**src/design/flc_map.svh**
```systemverilog
// Register offsets, fields, flash command codes and timing constants of the flash controller.
`ifndef FLC_MAP_SVH
`define FLC_MAP_SVH

// Register byte offsets on the software port.
`define FLC_REG_CTRL 8'h00
`define FLC_REG_ADDR 8'h04
`define FLC_REG_WDATA 8'h08
`define FLC_REG_STATUS 8'h0C
`define FLC_REG_CFG 8'h10
`define FLC_REG_RDATA 8'h14

// Register fields.
`define FLC_CTRL_OP 3:0
`define FLC_ADDR_F 19:0
`define FLC_DATA_F 15:0
`define FLC_CFG_BYTE 0

// Unlock addresses for word and byte bus width.
`define FLC_U1_WORD 20'h00555
`define FLC_U2_WORD 20'h002AA
`define FLC_U1_BYTE 20'h00AAA
`define FLC_U2_BYTE 20'h00555
`define FLC_ANY_ADDR 20'h00000

// Command codes, low byte only; the high byte is driven as zero.
`define FLC_D_UNLK1 16'h00AA
`define FLC_D_UNLK2 16'h0055
`define FLC_D_RESET 16'h00F0
`define FLC_D_IDENT 16'h0090
`define FLC_D_PROG 16'h00A0
`define FLC_D_BYPASS 16'h0020
`define FLC_D_BYP_EXIT2 16'h0000
`define FLC_D_ERASE_SET 16'h0080
`define FLC_D_CHIP 16'h0010
`define FLC_D_SECTOR 16'h0030
`define FLC_D_SUSPEND 16'h00B0
`define FLC_D_RESUME 16'h0030

// Timing: figures in their own unit, cycle counts derived at 40 ns per clock.
`define FLC_CLK_NS 40
`define FLC_T_WP_NS 35
`define FLC_T_ACC_NS 70
`define FLC_SYNC_STAGES 2
`define FLC_WP_CYC ((`FLC_T_WP_NS + `FLC_CLK_NS - 1) / `FLC_CLK_NS)
`define FLC_RD_CYC (((`FLC_T_ACC_NS + `FLC_CLK_NS - 1) / `FLC_CLK_NS) + `FLC_SYNC_STAGES)
`define FLC_T_SUSP_US 20
`define FLC_SUSP_CYC ((`FLC_T_SUSP_US * 1000 + `FLC_CLK_NS - 1) / `FLC_CLK_NS)
`define FLC_T_WIN_US 50
`define FLC_WIN_CYC ((`FLC_T_WIN_US * 1000) / `FLC_CLK_NS)

`endif

```
**src/design/flc_pkg.sv**
```systemverilog
// Types shared by the flash controller and its bus cycle engine.
package flc_pkg;

    // Operations that software orders through the control register.
    typedef enum logic [3:0] {
        OP_READ = 4'h0, OP_RESET = 4'h1, OP_AUTOSEL = 4'h2, OP_PROGRAM = 4'h3,
        OP_BYP_ENTER = 4'h4, OP_BYP_PROG = 4'h5, OP_BYP_EXIT = 4'h6,
        OP_CHIP_ERASE = 4'h7, OP_SECT_ERASE = 4'h8, OP_SECT_ADD = 4'h9,
        OP_SUSPEND = 4'hA, OP_RESUME = 4'hB, OP_POLL_ERASE = 4'hC
    } flc_op_t;

    // Sequencer states.
    typedef enum logic [2:0] {
        ST_IDLE = 3'b000, ST_ISSUE = 3'b001, ST_WAIT = 3'b010, ST_POLL = 3'b011,
        ST_PWAIT = 3'b100, ST_FINAL = 3'b101, ST_FWAIT = 3'b110, ST_SUSP = 3'b111
    } flc_state_t;

    // Bus cycle phases.
    typedef enum logic [1:0] {
        PH_IDLE = 2'b00, PH_SETUP = 2'b01, PH_STRB = 2'b10, PH_REC = 2'b11
    } flc_phase_t;

    // One bus cycle of a command sequence.
    typedef struct packed {
        logic rd;
        logic last;
        logic [19:0] a;
        logic [15:0] d;
    } flc_step_t;

    // Status register layout, bit 0 at the bottom.
    typedef struct packed {
        logic [22:0] zero;
        logic win;
        logic epend;
        logic susp;
        logic ids;
        logic byp;
        logic refused;
        logic fail;
        logic done;
        logic busy;
    } flc_status_t;

    // Bus cycle engine state.
    typedef struct packed {
        flc_phase_t ph;
        logic [2:0] cnt;
        logic rd;
        logic [19:0] addr;
        logic [15:0] dout;
        logic dq_oe;
        logic ce_n;
        logic we_n;
        logic oe_n;
        logic [15:0] sync1;
        logic [15:0] sync2;
        logic [15:0] rdata;
        logic done;
    } flc_cyc_st_t;

    localparam flc_cyc_st_t FLC_CYC_RST = '{ph: PH_IDLE, ce_n: 1'b1, we_n: 1'b1,
        oe_n: 1'b1, default: '0};

endpackage : flc_pkg

```
**src/design/flc_ctrl.sv**
```systemverilog
// Flash command sequencer: register port, command sequences and bit-7 status polling.
`timescale 1ns/10ps
`include "flc_map.svh"
module flc_ctrl
    import flc_pkg::*;
#(
    parameter logic [23:0] POLL_LIMIT = 24'hFFFFFF
) (
    // Clock and reset.
    input wire logic sys_clk,
    input wire logic resetn,
    // Software register port.
    input wire logic [7:0] reg_addr,
    input wire logic [31:0] reg_wdata,
    input wire logic reg_wr,
    input wire logic reg_rd,
    output logic [31:0] reg_rdata,
    // Flash pins.
    output logic [19:0] fl_addr,
    output logic [15:0] fl_dq_o,
    output logic fl_dq_oe,
    input wire logic [15:0] fl_dq_i,
    output logic fl_ce_n,
    output logic fl_we_n,
    output logic fl_oe_n,
    output logic fl_byte_n
);
    typedef struct packed {
        flc_state_t st;
        flc_op_t op;
        logic [2:0] idx;
        logic last;
        logic [19:0] addr;
        logic [15:0] wdata;
        logic bm;
        logic byte_n;
        logic done;
        logic fail;
        logic refused;
        logic byp;
        logic ids;
        logic susp;
        logic epend;
        logic echip;
        logic exp7;
        logic [10:0] win;
        logic [8:0] scnt;
        logic [23:0] pcnt;
        logic [15:0] rdata;
        logic go;
        logic erd;
        logic [19:0] ea;
        logic [15:0] ed;
        logic [31:0] rdout;
    } flc_st_t;

    flc_st_t s_r, s_nxt;
    logic e_done;
    logic [15:0] e_rdata;
    flc_step_t step;

    // Bus address and data of cycle i of an operation.
    function automatic flc_step_t flc_step(flc_op_t op, logic [2:0] i, logic bm,
            logic [19:0] a, logic [15:0] d);
        logic [19:0] u1;
        logic [19:0] u2;
        flc_step_t s;
        u1 = bm ? `FLC_U1_BYTE : `FLC_U1_WORD;
        u2 = bm ? `FLC_U2_BYTE : `FLC_U2_WORD;
        s = '{rd: 1'b0, last: 1'b0, a: u1, d: `FLC_D_UNLK1};
        if (i == 3'h1 || i == 3'h4) begin
            s.a = u2;
            s.d = `FLC_D_UNLK2;
        end
        case (op)
            OP_RESET: s = '{rd: 1'b0, last: 1'b1, a: `FLC_ANY_ADDR, d: `FLC_D_RESET};
            OP_AUTOSEL: begin
                if (i == 3'h2) s.d = `FLC_D_IDENT;
                // Fourth cycle is a read at the code or sector address.
                if (i == 3'h3) s = '{rd: 1'b1, last: 1'b1, a: a, d: 16'h0000};
            end
            OP_PROGRAM: begin
                if (i == 3'h2) s.d = `FLC_D_PROG;
                if (i == 3'h3) s = '{rd: 1'b0, last: 1'b1, a: a, d: d};
            end
            OP_BYP_ENTER: begin
                if (i == 3'h2) s = '{rd: 1'b0, last: 1'b1, a: u1, d: `FLC_D_BYPASS};
            end
            OP_BYP_PROG: begin
                s = (i == 3'h0) ? '{rd: 1'b0, last: 1'b0, a: `FLC_ANY_ADDR, d: `FLC_D_PROG}
                    : '{rd: 1'b0, last: 1'b1, a: a, d: d};
            end
            OP_BYP_EXIT: begin
                s = '{rd: 1'b0, last: i != 3'h0, a: `FLC_ANY_ADDR,
                    d: (i == 3'h0) ? `FLC_D_IDENT : `FLC_D_BYP_EXIT2};
            end
            OP_CHIP_ERASE, OP_SECT_ERASE: begin
                if (i == 3'h2) s.d = `FLC_D_ERASE_SET;
                if (i == 3'h5) begin
                    s.last = 1'b1;
                    s.a = (op == OP_CHIP_ERASE) ? u1 : a;
                    s.d = (op == OP_CHIP_ERASE) ? `FLC_D_CHIP : `FLC_D_SECTOR;
                end
            end
            OP_SECT_ADD: s = '{rd: 1'b0, last: 1'b1, a: a, d: `FLC_D_SECTOR};
            OP_SUSPEND: s = '{rd: 1'b0, last: 1'b1, a: `FLC_ANY_ADDR, d: `FLC_D_SUSPEND};
            OP_RESUME: s = '{rd: 1'b0, last: 1'b1, a: `FLC_ANY_ADDR, d: `FLC_D_RESUME};
            default: s = '{rd: 1'b1, last: 1'b1, a: a, d: 16'h0000};
        endcase
        return s;
    endfunction : flc_step

    // Whether an operation is legal in the device mode the sequencer tracks.
    function automatic logic flc_ok(flc_op_t op, flc_st_t s);
        logic plain;
        plain = !s.byp && !s.ids && !(s.epend && !s.susp);
        case (op)
            OP_READ: flc_ok = !s.ids && !(s.epend && !s.susp);
            OP_RESET: flc_ok = !s.byp && !(s.epend && !s.susp);
            OP_AUTOSEL, OP_PROGRAM: flc_ok = plain;
            OP_BYP_ENTER, OP_CHIP_ERASE, OP_SECT_ERASE: flc_ok = plain && !s.susp;
            OP_BYP_PROG, OP_BYP_EXIT: flc_ok = s.byp;
            OP_SECT_ADD: flc_ok = s.win != 11'h000;
            OP_SUSPEND: flc_ok = s.epend && !s.echip && !s.susp;
            OP_RESUME: flc_ok = s.susp && !s.ids;
            OP_POLL_ERASE: flc_ok = s.epend && !s.susp;
            default: flc_ok = 1'b0;
        endcase
    endfunction : flc_ok

    assign step = flc_step(s_r.op, s_r.idx, s_r.bm, s_r.addr, s_r.wdata);

    // Register port, sequencing, polling and mode tracking.
    always_comb begin
        s_nxt = s_r;
        s_nxt.go = 1'b0;
        s_nxt.rdout = 32'h00000000;
        if (s_r.win != 11'h000) s_nxt.win = s_r.win - 11'h001;
        if (reg_wr) begin
            case (reg_addr)
                `FLC_REG_ADDR: s_nxt.addr = reg_wdata[`FLC_ADDR_F];
                `FLC_REG_WDATA: s_nxt.wdata = reg_wdata[`FLC_DATA_F];
                `FLC_REG_CFG: if (s_r.st == ST_IDLE) s_nxt.bm = reg_wdata[`FLC_CFG_BYTE];
                `FLC_REG_CTRL: begin
                    // A busy sequencer or an illegal order is refused, so no
                    // partial or mismatching sequence ever reaches the device.
                    if (s_r.st == ST_IDLE && flc_ok(flc_op_t'(reg_wdata[`FLC_CTRL_OP]), s_r)) begin
                        s_nxt.op = flc_op_t'(reg_wdata[`FLC_CTRL_OP]);
                        s_nxt.idx = 3'h0;
                        s_nxt.done = 1'b0;
                        s_nxt.fail = 1'b0;
                        s_nxt.refused = 1'b0;
                        s_nxt.pcnt = 24'h000000;
                        s_nxt.exp7 = 1'b1;
                        s_nxt.st = (flc_op_t'(reg_wdata[`FLC_CTRL_OP]) == OP_POLL_ERASE)
                            ? ST_POLL : ST_ISSUE;
                    end else begin
                        s_nxt.refused = 1'b1;
                    end
                end
                default: ;
            endcase
        end
        // The width pin is registered so it never glitches while the mode flips.
        s_nxt.byte_n = ~s_nxt.bm;
        if (reg_rd) begin
            case (reg_addr)
                `FLC_REG_ADDR: s_nxt.rdout = {12'h000, s_r.addr};
                `FLC_REG_WDATA: s_nxt.rdout = {16'h0000, s_r.wdata};
                `FLC_REG_CFG: s_nxt.rdout = {31'h00000000, s_r.bm};
                `FLC_REG_RDATA: s_nxt.rdout = {16'h0000, s_r.rdata};
                `FLC_REG_STATUS: s_nxt.rdout = 32'(flc_status_t'{zero: 23'h000000,
                    win: s_r.win != 11'h000, epend: s_r.epend, susp: s_r.susp,
                    ids: s_r.ids, byp: s_r.byp, refused: s_r.refused, fail: s_r.fail,
                    done: s_r.done, busy: s_r.st != ST_IDLE});
                default: s_nxt.rdout = 32'h00000000;
            endcase
        end
        case (s_r.st)
            ST_IDLE: ;
            ST_ISSUE: begin
                s_nxt.go = 1'b1;
                s_nxt.erd = step.rd;
                s_nxt.ea = step.a;
                s_nxt.ed = step.d;
                s_nxt.last = step.last;
                s_nxt.st = ST_WAIT;
            end
            ST_WAIT: begin
                if (e_done) begin
                    s_nxt.st = ST_IDLE;
                    s_nxt.done = 1'b1;
                    if (!s_r.last) begin
                        s_nxt.idx = s_r.idx + 3'h1;
                        s_nxt.st = ST_ISSUE;
                        s_nxt.done = 1'b0;
                    end else begin
                        case (s_r.op)
                            OP_READ: s_nxt.rdata = e_rdata;
                            OP_AUTOSEL: begin
                                s_nxt.rdata = e_rdata;
                                s_nxt.ids = 1'b1;
                            end
                            OP_RESET: s_nxt.ids = 1'b0;
                            OP_PROGRAM, OP_BYP_PROG: begin
                                // Status is read only after the final strobe rose.
                                s_nxt.exp7 = s_r.wdata[7];
                                s_nxt.st = ST_POLL;
                                s_nxt.done = 1'b0;
                            end
                            OP_BYP_ENTER: s_nxt.byp = 1'b1;
                            OP_BYP_EXIT: s_nxt.byp = 1'b0;
                            OP_CHIP_ERASE: begin
                                s_nxt.epend = 1'b1;
                                s_nxt.echip = 1'b1;
                                s_nxt.win = 11'h000;
                            end
                            OP_SECT_ERASE, OP_SECT_ADD: begin
                                s_nxt.epend = 1'b1;
                                s_nxt.echip = 1'b0;
                                s_nxt.win = 11'(`FLC_WIN_CYC);
                            end
                            OP_SUSPEND: begin
                                // Inside the window the device suspends at once.
                                if (s_r.win != 11'h000) begin
                                    s_nxt.susp = 1'b1;
                                    s_nxt.win = 11'h000;
                                end else begin
                                    s_nxt.scnt = 9'(`FLC_SUSP_CYC);
                                    s_nxt.st = ST_SUSP;
                                    s_nxt.done = 1'b0;
                                end
                            end
                            OP_RESUME: s_nxt.susp = 1'b0;
                            default: ;
                        endcase
                    end
                end
            end
            ST_POLL: begin
                s_nxt.go = 1'b1;
                s_nxt.erd = 1'b1;
                s_nxt.ea = s_r.addr;
                s_nxt.st = ST_PWAIT;
            end
            ST_PWAIT: begin
                if (e_done) begin
                    if (e_rdata[7] == s_r.exp7) begin
                        s_nxt.st = ST_FINAL;
                    end else if (s_r.pcnt == POLL_LIMIT) begin
                        // A stuck operation is abandoned with a reset write.
                        s_nxt.fail = 1'b1;
                        s_nxt.epend = 1'b0;
                        s_nxt.op = OP_RESET;
                        s_nxt.idx = 3'h0;
                        s_nxt.st = ST_ISSUE;
                    end else begin
                        s_nxt.pcnt = s_r.pcnt + 24'h000001;
                        s_nxt.st = ST_POLL;
                    end
                end
            end
            ST_FINAL: begin
                // Bit 7 may flip ahead of the rest, so the data come from a new read.
                s_nxt.go = 1'b1;
                s_nxt.erd = 1'b1;
                s_nxt.ea = s_r.addr;
                s_nxt.st = ST_FWAIT;
            end
            ST_FWAIT: begin
                if (e_done) begin
                    s_nxt.rdata = e_rdata;
                    s_nxt.done = 1'b1;
                    if (s_r.op == OP_POLL_ERASE) s_nxt.epend = 1'b0;
                    s_nxt.st = ST_IDLE;
                end
            end
            ST_SUSP: begin
                if (s_r.scnt == 9'h000) begin
                    s_nxt.susp = 1'b1;
                    s_nxt.done = 1'b1;
                    s_nxt.st = ST_IDLE;
                end else begin
                    s_nxt.scnt = s_r.scnt - 9'h001;
                end
            end
            default: s_nxt.st = ST_IDLE;
        endcase
    end

    // State register.
    always_ff @(posedge sys_clk or negedge resetn) begin
        if (!resetn) begin
            s_r <= '{st: ST_IDLE, op: OP_READ, byte_n: 1'b1, default: '0};
        end else begin
            s_r <= s_nxt;
        end
    end

    // Bus cycle engine on the flash pins.
    flc_cycle u_cycle (
        .sys_clk(sys_clk),
        .resetn(resetn),
        .start(s_r.go),
        .rd(s_r.erd),
        .addr(s_r.ea),
        .wdata(s_r.ed),
        .done(e_done),
        .rdata(e_rdata),
        .fl_addr(fl_addr),
        .fl_dq_o(fl_dq_o),
        .fl_dq_oe(fl_dq_oe),
        .fl_dq_i(fl_dq_i),
        .fl_ce_n(fl_ce_n),
        .fl_we_n(fl_we_n),
        .fl_oe_n(fl_oe_n)
    );

    assign reg_rdata = s_r.rdout;
    assign fl_byte_n = s_r.byte_n;

endmodule : flc_ctrl

```
**src/design/flc_cycle.sv**
```systemverilog
// Bus cycle engine: one write or one read cycle on the flash pins.
`timescale 1ns/10ps
`include "flc_map.svh"
module flc_cycle
    import flc_pkg::*;
(
    // Clock and reset.
    input wire logic sys_clk,
    input wire logic resetn,
    // Cycle request and answer.
    input wire logic start,
    input wire logic rd,
    input wire logic [19:0] addr,
    input wire logic [15:0] wdata,
    output logic done,
    output logic [15:0] rdata,
    // Flash pins.
    output logic [19:0] fl_addr,
    output logic [15:0] fl_dq_o,
    output logic fl_dq_oe,
    input wire logic [15:0] fl_dq_i,
    output logic fl_ce_n,
    output logic fl_we_n,
    output logic fl_oe_n
);
    flc_cyc_st_t s_r, s_nxt;

    // Address and chip select settle one cycle before the strobe falls, so the
    // device latches a stable address on the later falling edge.
    always_comb begin
        s_nxt = s_r;
        s_nxt.done = 1'b0;
        s_nxt.sync1 = fl_dq_i;
        s_nxt.sync2 = s_r.sync1;
        case (s_r.ph)
            PH_IDLE: begin
                if (start) begin
                    s_nxt.ph = PH_SETUP;
                    s_nxt.rd = rd;
                    s_nxt.addr = addr;
                    s_nxt.dout = wdata;
                    s_nxt.ce_n = 1'b0;
                    s_nxt.dq_oe = ~rd;
                end
            end
            PH_SETUP: begin
                s_nxt.ph = PH_STRB;
                s_nxt.we_n = s_r.rd;
                s_nxt.oe_n = ~s_r.rd;
                s_nxt.cnt = s_r.rd ? 3'(`FLC_RD_CYC - 1) : 3'(`FLC_WP_CYC - 1);
            end
            PH_STRB: begin
                if (s_r.cnt == 3'h0) begin
                    // Strobe and select rise together while data is still driven.
                    s_nxt.we_n = 1'b1;
                    s_nxt.ce_n = 1'b1;
                    s_nxt.oe_n = 1'b1;
                    s_nxt.ph = PH_REC;
                    if (s_r.rd) begin
                        s_nxt.rdata = s_r.sync2;
                    end
                end else begin
                    s_nxt.cnt = s_r.cnt - 3'h1;
                end
            end
            PH_REC: begin
                s_nxt.dq_oe = 1'b0;
                s_nxt.done = 1'b1;
                s_nxt.ph = PH_IDLE;
            end
            default: s_nxt.ph = PH_IDLE;
        endcase
    end

    // State register.
    always_ff @(posedge sys_clk or negedge resetn) begin
        if (!resetn) begin
            s_r <= FLC_CYC_RST;
        end else begin
            s_r <= s_nxt;
        end
    end

    // Every pin comes straight from the state register.
    assign done = s_r.done;
    assign rdata = s_r.rdata;
    assign fl_addr = s_r.addr;
    assign fl_dq_o = s_r.dout;
    assign fl_dq_oe = s_r.dq_oe;
    assign fl_ce_n = s_r.ce_n;
    assign fl_we_n = s_r.we_n;
    assign fl_oe_n = s_r.oe_n;

endmodule : flc_cycle

```
**config.mk**
```make
export PLATFORM = sky130hd
export DESIGN_NAME = flc_ctrl
export DESIGN_NICKNAME = d
export VERILOG_FILES = /design/src/design/flc_pkg.sv /design/src/design/flc_ctrl.sv /design/src/design/flc_cycle.sv
export VERILOG_INCLUDE_DIRS = /design/src /design/src/design
export SDC_FILE = /design/constraint.sdc
export NUM_CORES = 1
export LEC_CHECK = 0
export BUFFER_PORTS_ARGS = -buffer_cell sky130_fd_sc_hd__buf_2
export CAP_MARGIN = 10
export CORE_AREA = 2 2 144 146
export DETAILED_ROUTE_END_ITERATION = 8
export DIE_AREA = 0 0 146 148
export PLACE_DENSITY = 0.85
export SETUP_SLACK_MARGIN = 0.5
export SLEW_MARGIN = 5
export SYNTH_ARGS = -nofsm -noshare
export SYNTH_HDL_FRONTEND = slang
export SYNTH_SLANG_ARGS = --single-unit
```
**constraint.sdc**
```tcl
create_clock -name sys_clk -period 4.85 [get_ports sys_clk]
set_input_delay 0.97 -clock sys_clk [delete_from_list [all_inputs] [get_ports sys_clk]]
set_output_delay 0.97 -clock sys_clk [all_outputs]
set_load 0.005 [all_outputs]
```
Word level (Yosys, flattened, before mapping)
Cells that the tools add are included.

Flip-flop bits (word level): 283. Bits in latches: 0. Bits in writable memories: 0. ROM bits: 0. Input port bits: 60. Output and inout port bits: 73. Logic and storage cells: 285. Memories kept: 0.

Add/sub/neg operators: 5. $mul: 0. Divide/modulo/power cells: 0. $lt $le $gt $ge: 0. Equality and inequality tests: 64. Shifts and indexed selects: 0. Muxes and demuxes: 111. Bitwise logic cells: 3. Reduce and logical (&&, ||, !) cells: 63.

Operator list (number): 37-bit case mux with 10 select lines (1); 24-bit 2-to-1 mux (9); 37-bit 2-to-1 mux (4); 16-bit 2-to-1 mux (7); 20-bit case mux with 5 select lines (1); 22-bit case mux with 2 select lines (1); 4-bit == test (second input constant) (10); 10-bit 2-to-1 mux (4); 20-bit 2-to-1 mux (2); 38-bit 2-to-1 mux (1); 3-bit 2-to-1 mux (12); 11-bit 2-to-1 mux (3); 11-bit case mux with 3 select lines (1); 4-bit by 3-bit == test with 1-bit output (second input constant) (8); 16-bit case mux with 2 select lines (1); 28-bit 2-to-1 mux (1); 1-bit 2-to-1 mux (27); 9-bit 2-to-1 mux (3); 24-bit by 1-bit adder with 24-bit output (second input constant) (1); 24-bit == test (second input constant) (1); 12-bit 2-to-1 mux (2); 3-bit case mux with 7 select lines (1); 2-bit != test (second input constant) (10); 3-bit == test (second input constant) (6); 52 further kinds (129).

Logic depth before layout (Yosys ltp)
Word-level depth: 16. Gate-level depth with buffers: 10. Gate-level depth less buffers: 10.

By module
From an unflattened synthesis, not the netlist that was laid out.

Cell total of the unflattened synthesis: 1159. Area total of the unflattened synthesis: 12842.3 sq um.

Modules (own cells, without submodules): flc_ctrl (times used 1, cells each 905, area an instance 9052.4 sq um, sequential area each 4405.5 sq um); flc_cycle (times used 1, cells each 254, area an instance 3789.9 sq um, sequential area each 2381.0 sq um).

Worst setup path before layout
OpenSTA, ideal clock, no wires.

Path type: in2reg. Start: in reg_wdata[2]. End: reg s_r[92] (netlist bit). Library setup time: 0.126 ns. Data arrival time: 2.844 ns. Data required time: 4.724 ns. Slack: 1.880 ns. Cell stages on the path: 8. Path buffers: 2. Path through: buf_6 > nand2b_4 > or4b_1 > a311oi_2 > nor4_4 > or2_1 > buf_6 > a311o_1.

RTL lines: start: declaration (line flc_ctrl.sv:14) `input wire logic [31:0] reg_wdata,`; end signal: assignment (line flc_ctrl.sv:296) `s_r <= s_nxt;`; end: declaration (line flc_ctrl.sv:57) `flc_st_t s_r, s_nxt;`.

==> results.toml <==
[sta]
hold_viol = 0
slew_viol_final = 0
rsz0062_at_grt = "false"
clock_skew_ns = 0.0176
fin_tns_setup_ns = 0
max_freq_ghz = 0.291
slew_headroom_pct = 29.5
finalSetupViolCount = 0
fin_crit_ns = 3.43
fin_crit_sh_pct = 70.7
holdWs_ns = 0.347
tightest_slew_ns = 1.05

[grt]
antenna_found_initial = 2
grt_max_degree = 125
gr-total-overflow = 0
busiest_layer = "met2"
met3_usage_pct = 4.32
use_met2_pct = 46.7
track_usage_pct = 28.2
met1_usage_pct = 38.8
grt_pass1_wl_um = 48700
grt_pass1_vias = 9062

[pwr]
leakage_uw = 0.00658
powerDensity_mw_per_mm2 = 460
ir_worst_vdd_mv = 0.385

[synth]
synth_top_area_share_pct = 52.6
synthTopCellsByArea = "dfrtp_1 53%, mux2_2 9.6%, buf_4 4.0%"
ys.flop_type = "dfrtp_1"
synth_common_cells = "267 x dfrtp_1, 108 x mux2_2, 71 x nand2_1, 69 x nor2_1, 68 x buf_4"
synthArstFlopShare_pct = 100
ys_ff_latch = 271
syn_area_mm2 = 0.0127
synth-edff-count = 0
synth_most_common_cell = "dfrtp_1"
ys_types = 80
yosys.area.top_type = "dfrtp_1"
seq_area_frac_synth_pct = 53.4
avgSynthCellArea_um2 = 11.1
yosys_warnings = 0
postSynthCellCount = 1140

[final_layout]
area_growth_pct = 9.40
multiInputGateArea_mm2 = 0.00512
final_layout_size_suffix_gt1_share_pct = 24.4
finalNonFillerCells = 1468
fillers = 1436
fin_nets = 1256
regArea_mm2 = 0.00679
diodes = 0

[cts]
insertion_delay_ns = 0.54
numCtsBuffers = 27
cts_max_level = 1
cts_sinks = 271
cts_tree = "built"
post_cts_resized = 0
clock-root-buffer = "clkbuf_16"
clockBufferDepth = 3
cts_hold_buf = 0
clk_pin_slew_worst_paths_ns = 0.06
post_cts_buffers = 0

[place]
dp_hpwl_um = 20500
dp_cells = 1419
portBuffers = 108
place.gp.congestion = 0.934

[drt]
post_drt_wl_per_cell_um = 20.7
drt_first_pass_iters = 6
wl_um = 30400
via_per_inst = 6.29
detailedRoute.firstIterationViolations = 842
ant_nets = 0
vias = 9240
drc_errors = 0

[critical_path]
worst-path-buf-inv = 3
worstPathArrival_ns = 3.85
start_kind = "register"
critPathRequiredTime_ns = 5.27
critical_path_class = "reg2reg"
critical_path.max_stage_delay_ns = 0.75
cp_cell_sequence = "inv_1 > ha_1 > nor3b_1 > nand3_2 > clkinv_1 > nor4b_1 > nor4_4 > nor2_1 > buf_4 > o311ai_0"
crit_fanout = 16
cp-end-kind = "register"
crit_start = "s_r[119]$_DFF_PN0_"
r2r_start = "s_r[119]$_DFF_PN0_"
cp_top_family = "simple AND/OR/NAND/NOR gates"
cpMaxStageDelayCell = "nor4_4"

[hold_path]
min-delay-start = "u_cycle.s_nxt[23]$_DFF_PN0_"
hold_path.class = "reg2reg"

[run]
drv_cap = 0

[die]
die_area_mm2 = 0.0216
core_mm2 = 0.0200
die_h_um = 148
die_w_um = 146
initial_core_util_pct = 63.4
io_pins = 133
row_count = 52

[run_status]
status = "finished clean"
## layout make-up
cell class                 count  area share (%)
sequential                   271            48.8
multi-input combinational    728            36.8
clock buffer                  35            5.29
timing repair buffer         121            4.84
tap                          270            2.43
clock inverter                14           0.990
inverter                      29           0.783
## layout by cell type (no fill, tap or decap), drive strengths merged, types with 8 or more instances in the layout
master,count
a21oi,52
a221o,11
a222oi,15
a22o,17
a31oi,8
and2,8
and3,16
buf,121
clkbuf,35
clkinv,8
conb,12
dfrtp,267
ha,18
inv,32
mux2,108
mux2i,13
nand2,71
nand2b,12
nand3,33
nand4,8
nor2,69
nor2b,10
nor3,20
nor4,13
o211ai,13
o21ai,67
o22ai,8
or3,15
xnor2,8
## routing by layer
metal	vias up	wire, um
met4	2	933
met2	386	14800
met5	-	13
li1	4172	-
met1	4613	12700
met3	67	2000
## worst register-to-register path: stages (launching register included)
cell and delay, ns:
dfrtp_1 0.40, inv_1 0.09, ha_1 0.14, nor3b_1 0.30, nand3_2 0.27, clkinv_1 0.26
nor4b_1 0.12, nor4_4 0.75, nor2_1 0.40, buf_4 0.29, o311ai_0 0.29
## stage by stage
step	instance area [um^2]	worst slack [ns]	utilization, %	total power [uW]
global route	13900	1.22	69.4	6710
detailed placement	13000	1.35	65.0	4340
finish	13900	1.42	69.4	6400
global placement	13000	1.41	65.0	4250
CTS	13900	1.43	69.4	6420
floorplan	12700	1.88	-	3940
## cell families (layout without fill, tap and decap cells)
| group | Yosys count | count (layout) | synth area share [%] |
|---|---|---|---|
| flops | 271 | 271 | 53.4 |
| xor+xnor | 13 | 13 | 0.896 |
| buf+inv | 152 | 199 | 6.68 |
| fa+ha+maj | 18 | 18 | 1.77 |
| mux | 121 | 121 | 10.6 |
| other cells | 1 | 12 | 0.0295 |
| compound gates | 256 | 256 | 14.0 |
| simple gates | 308 | 308 | 12.6 |
## flip-flops by register name, summed over array words and instances (netlist names), 16 cells and up
register / cells
s_r: 155
u_cycle.s_r: 22
u_cycle.fl_dq_o: 16
reg_rdata: 20
u_cycle.rdata: 16
u_cycle.s_nxt: 16
u_cycle.fl_addr: 20
## worst paths after layout
kind / endpoint / slack [ns] / depth (start not counted)
max: s_r[106]$_DFF_PN0_ / 1.42 / 10
min in group asynchronous: u_cycle.fl_dq_o[7]$_DFFE_PN0P_ / 0.55 / 1
min: u_cycle.s_r[23]$_DFF_PN0_ / 0.35 / 0
max in group asynchronous: reg_rdata[15]$_DFF_PN0_ / 3.39 / 2
min reg2reg: u_cycle.s_r[23]$_DFF_PN0_ / 0.35 / 0
max reg2reg: s_r[106]$_DFF_PN0_ / 1.42 / 10
## where the power goes
part / switching, uW / total, uW / internal (uW) / leakage (uW)
registers: 384 / 3070 / 2690 / 0.00348
clock network: 880 / 2060 / 1180 / 0.000434
logic: 678 / 1260 / 585 / 0.00266
No activity file was read; power rests on OpenSTA's default activity.
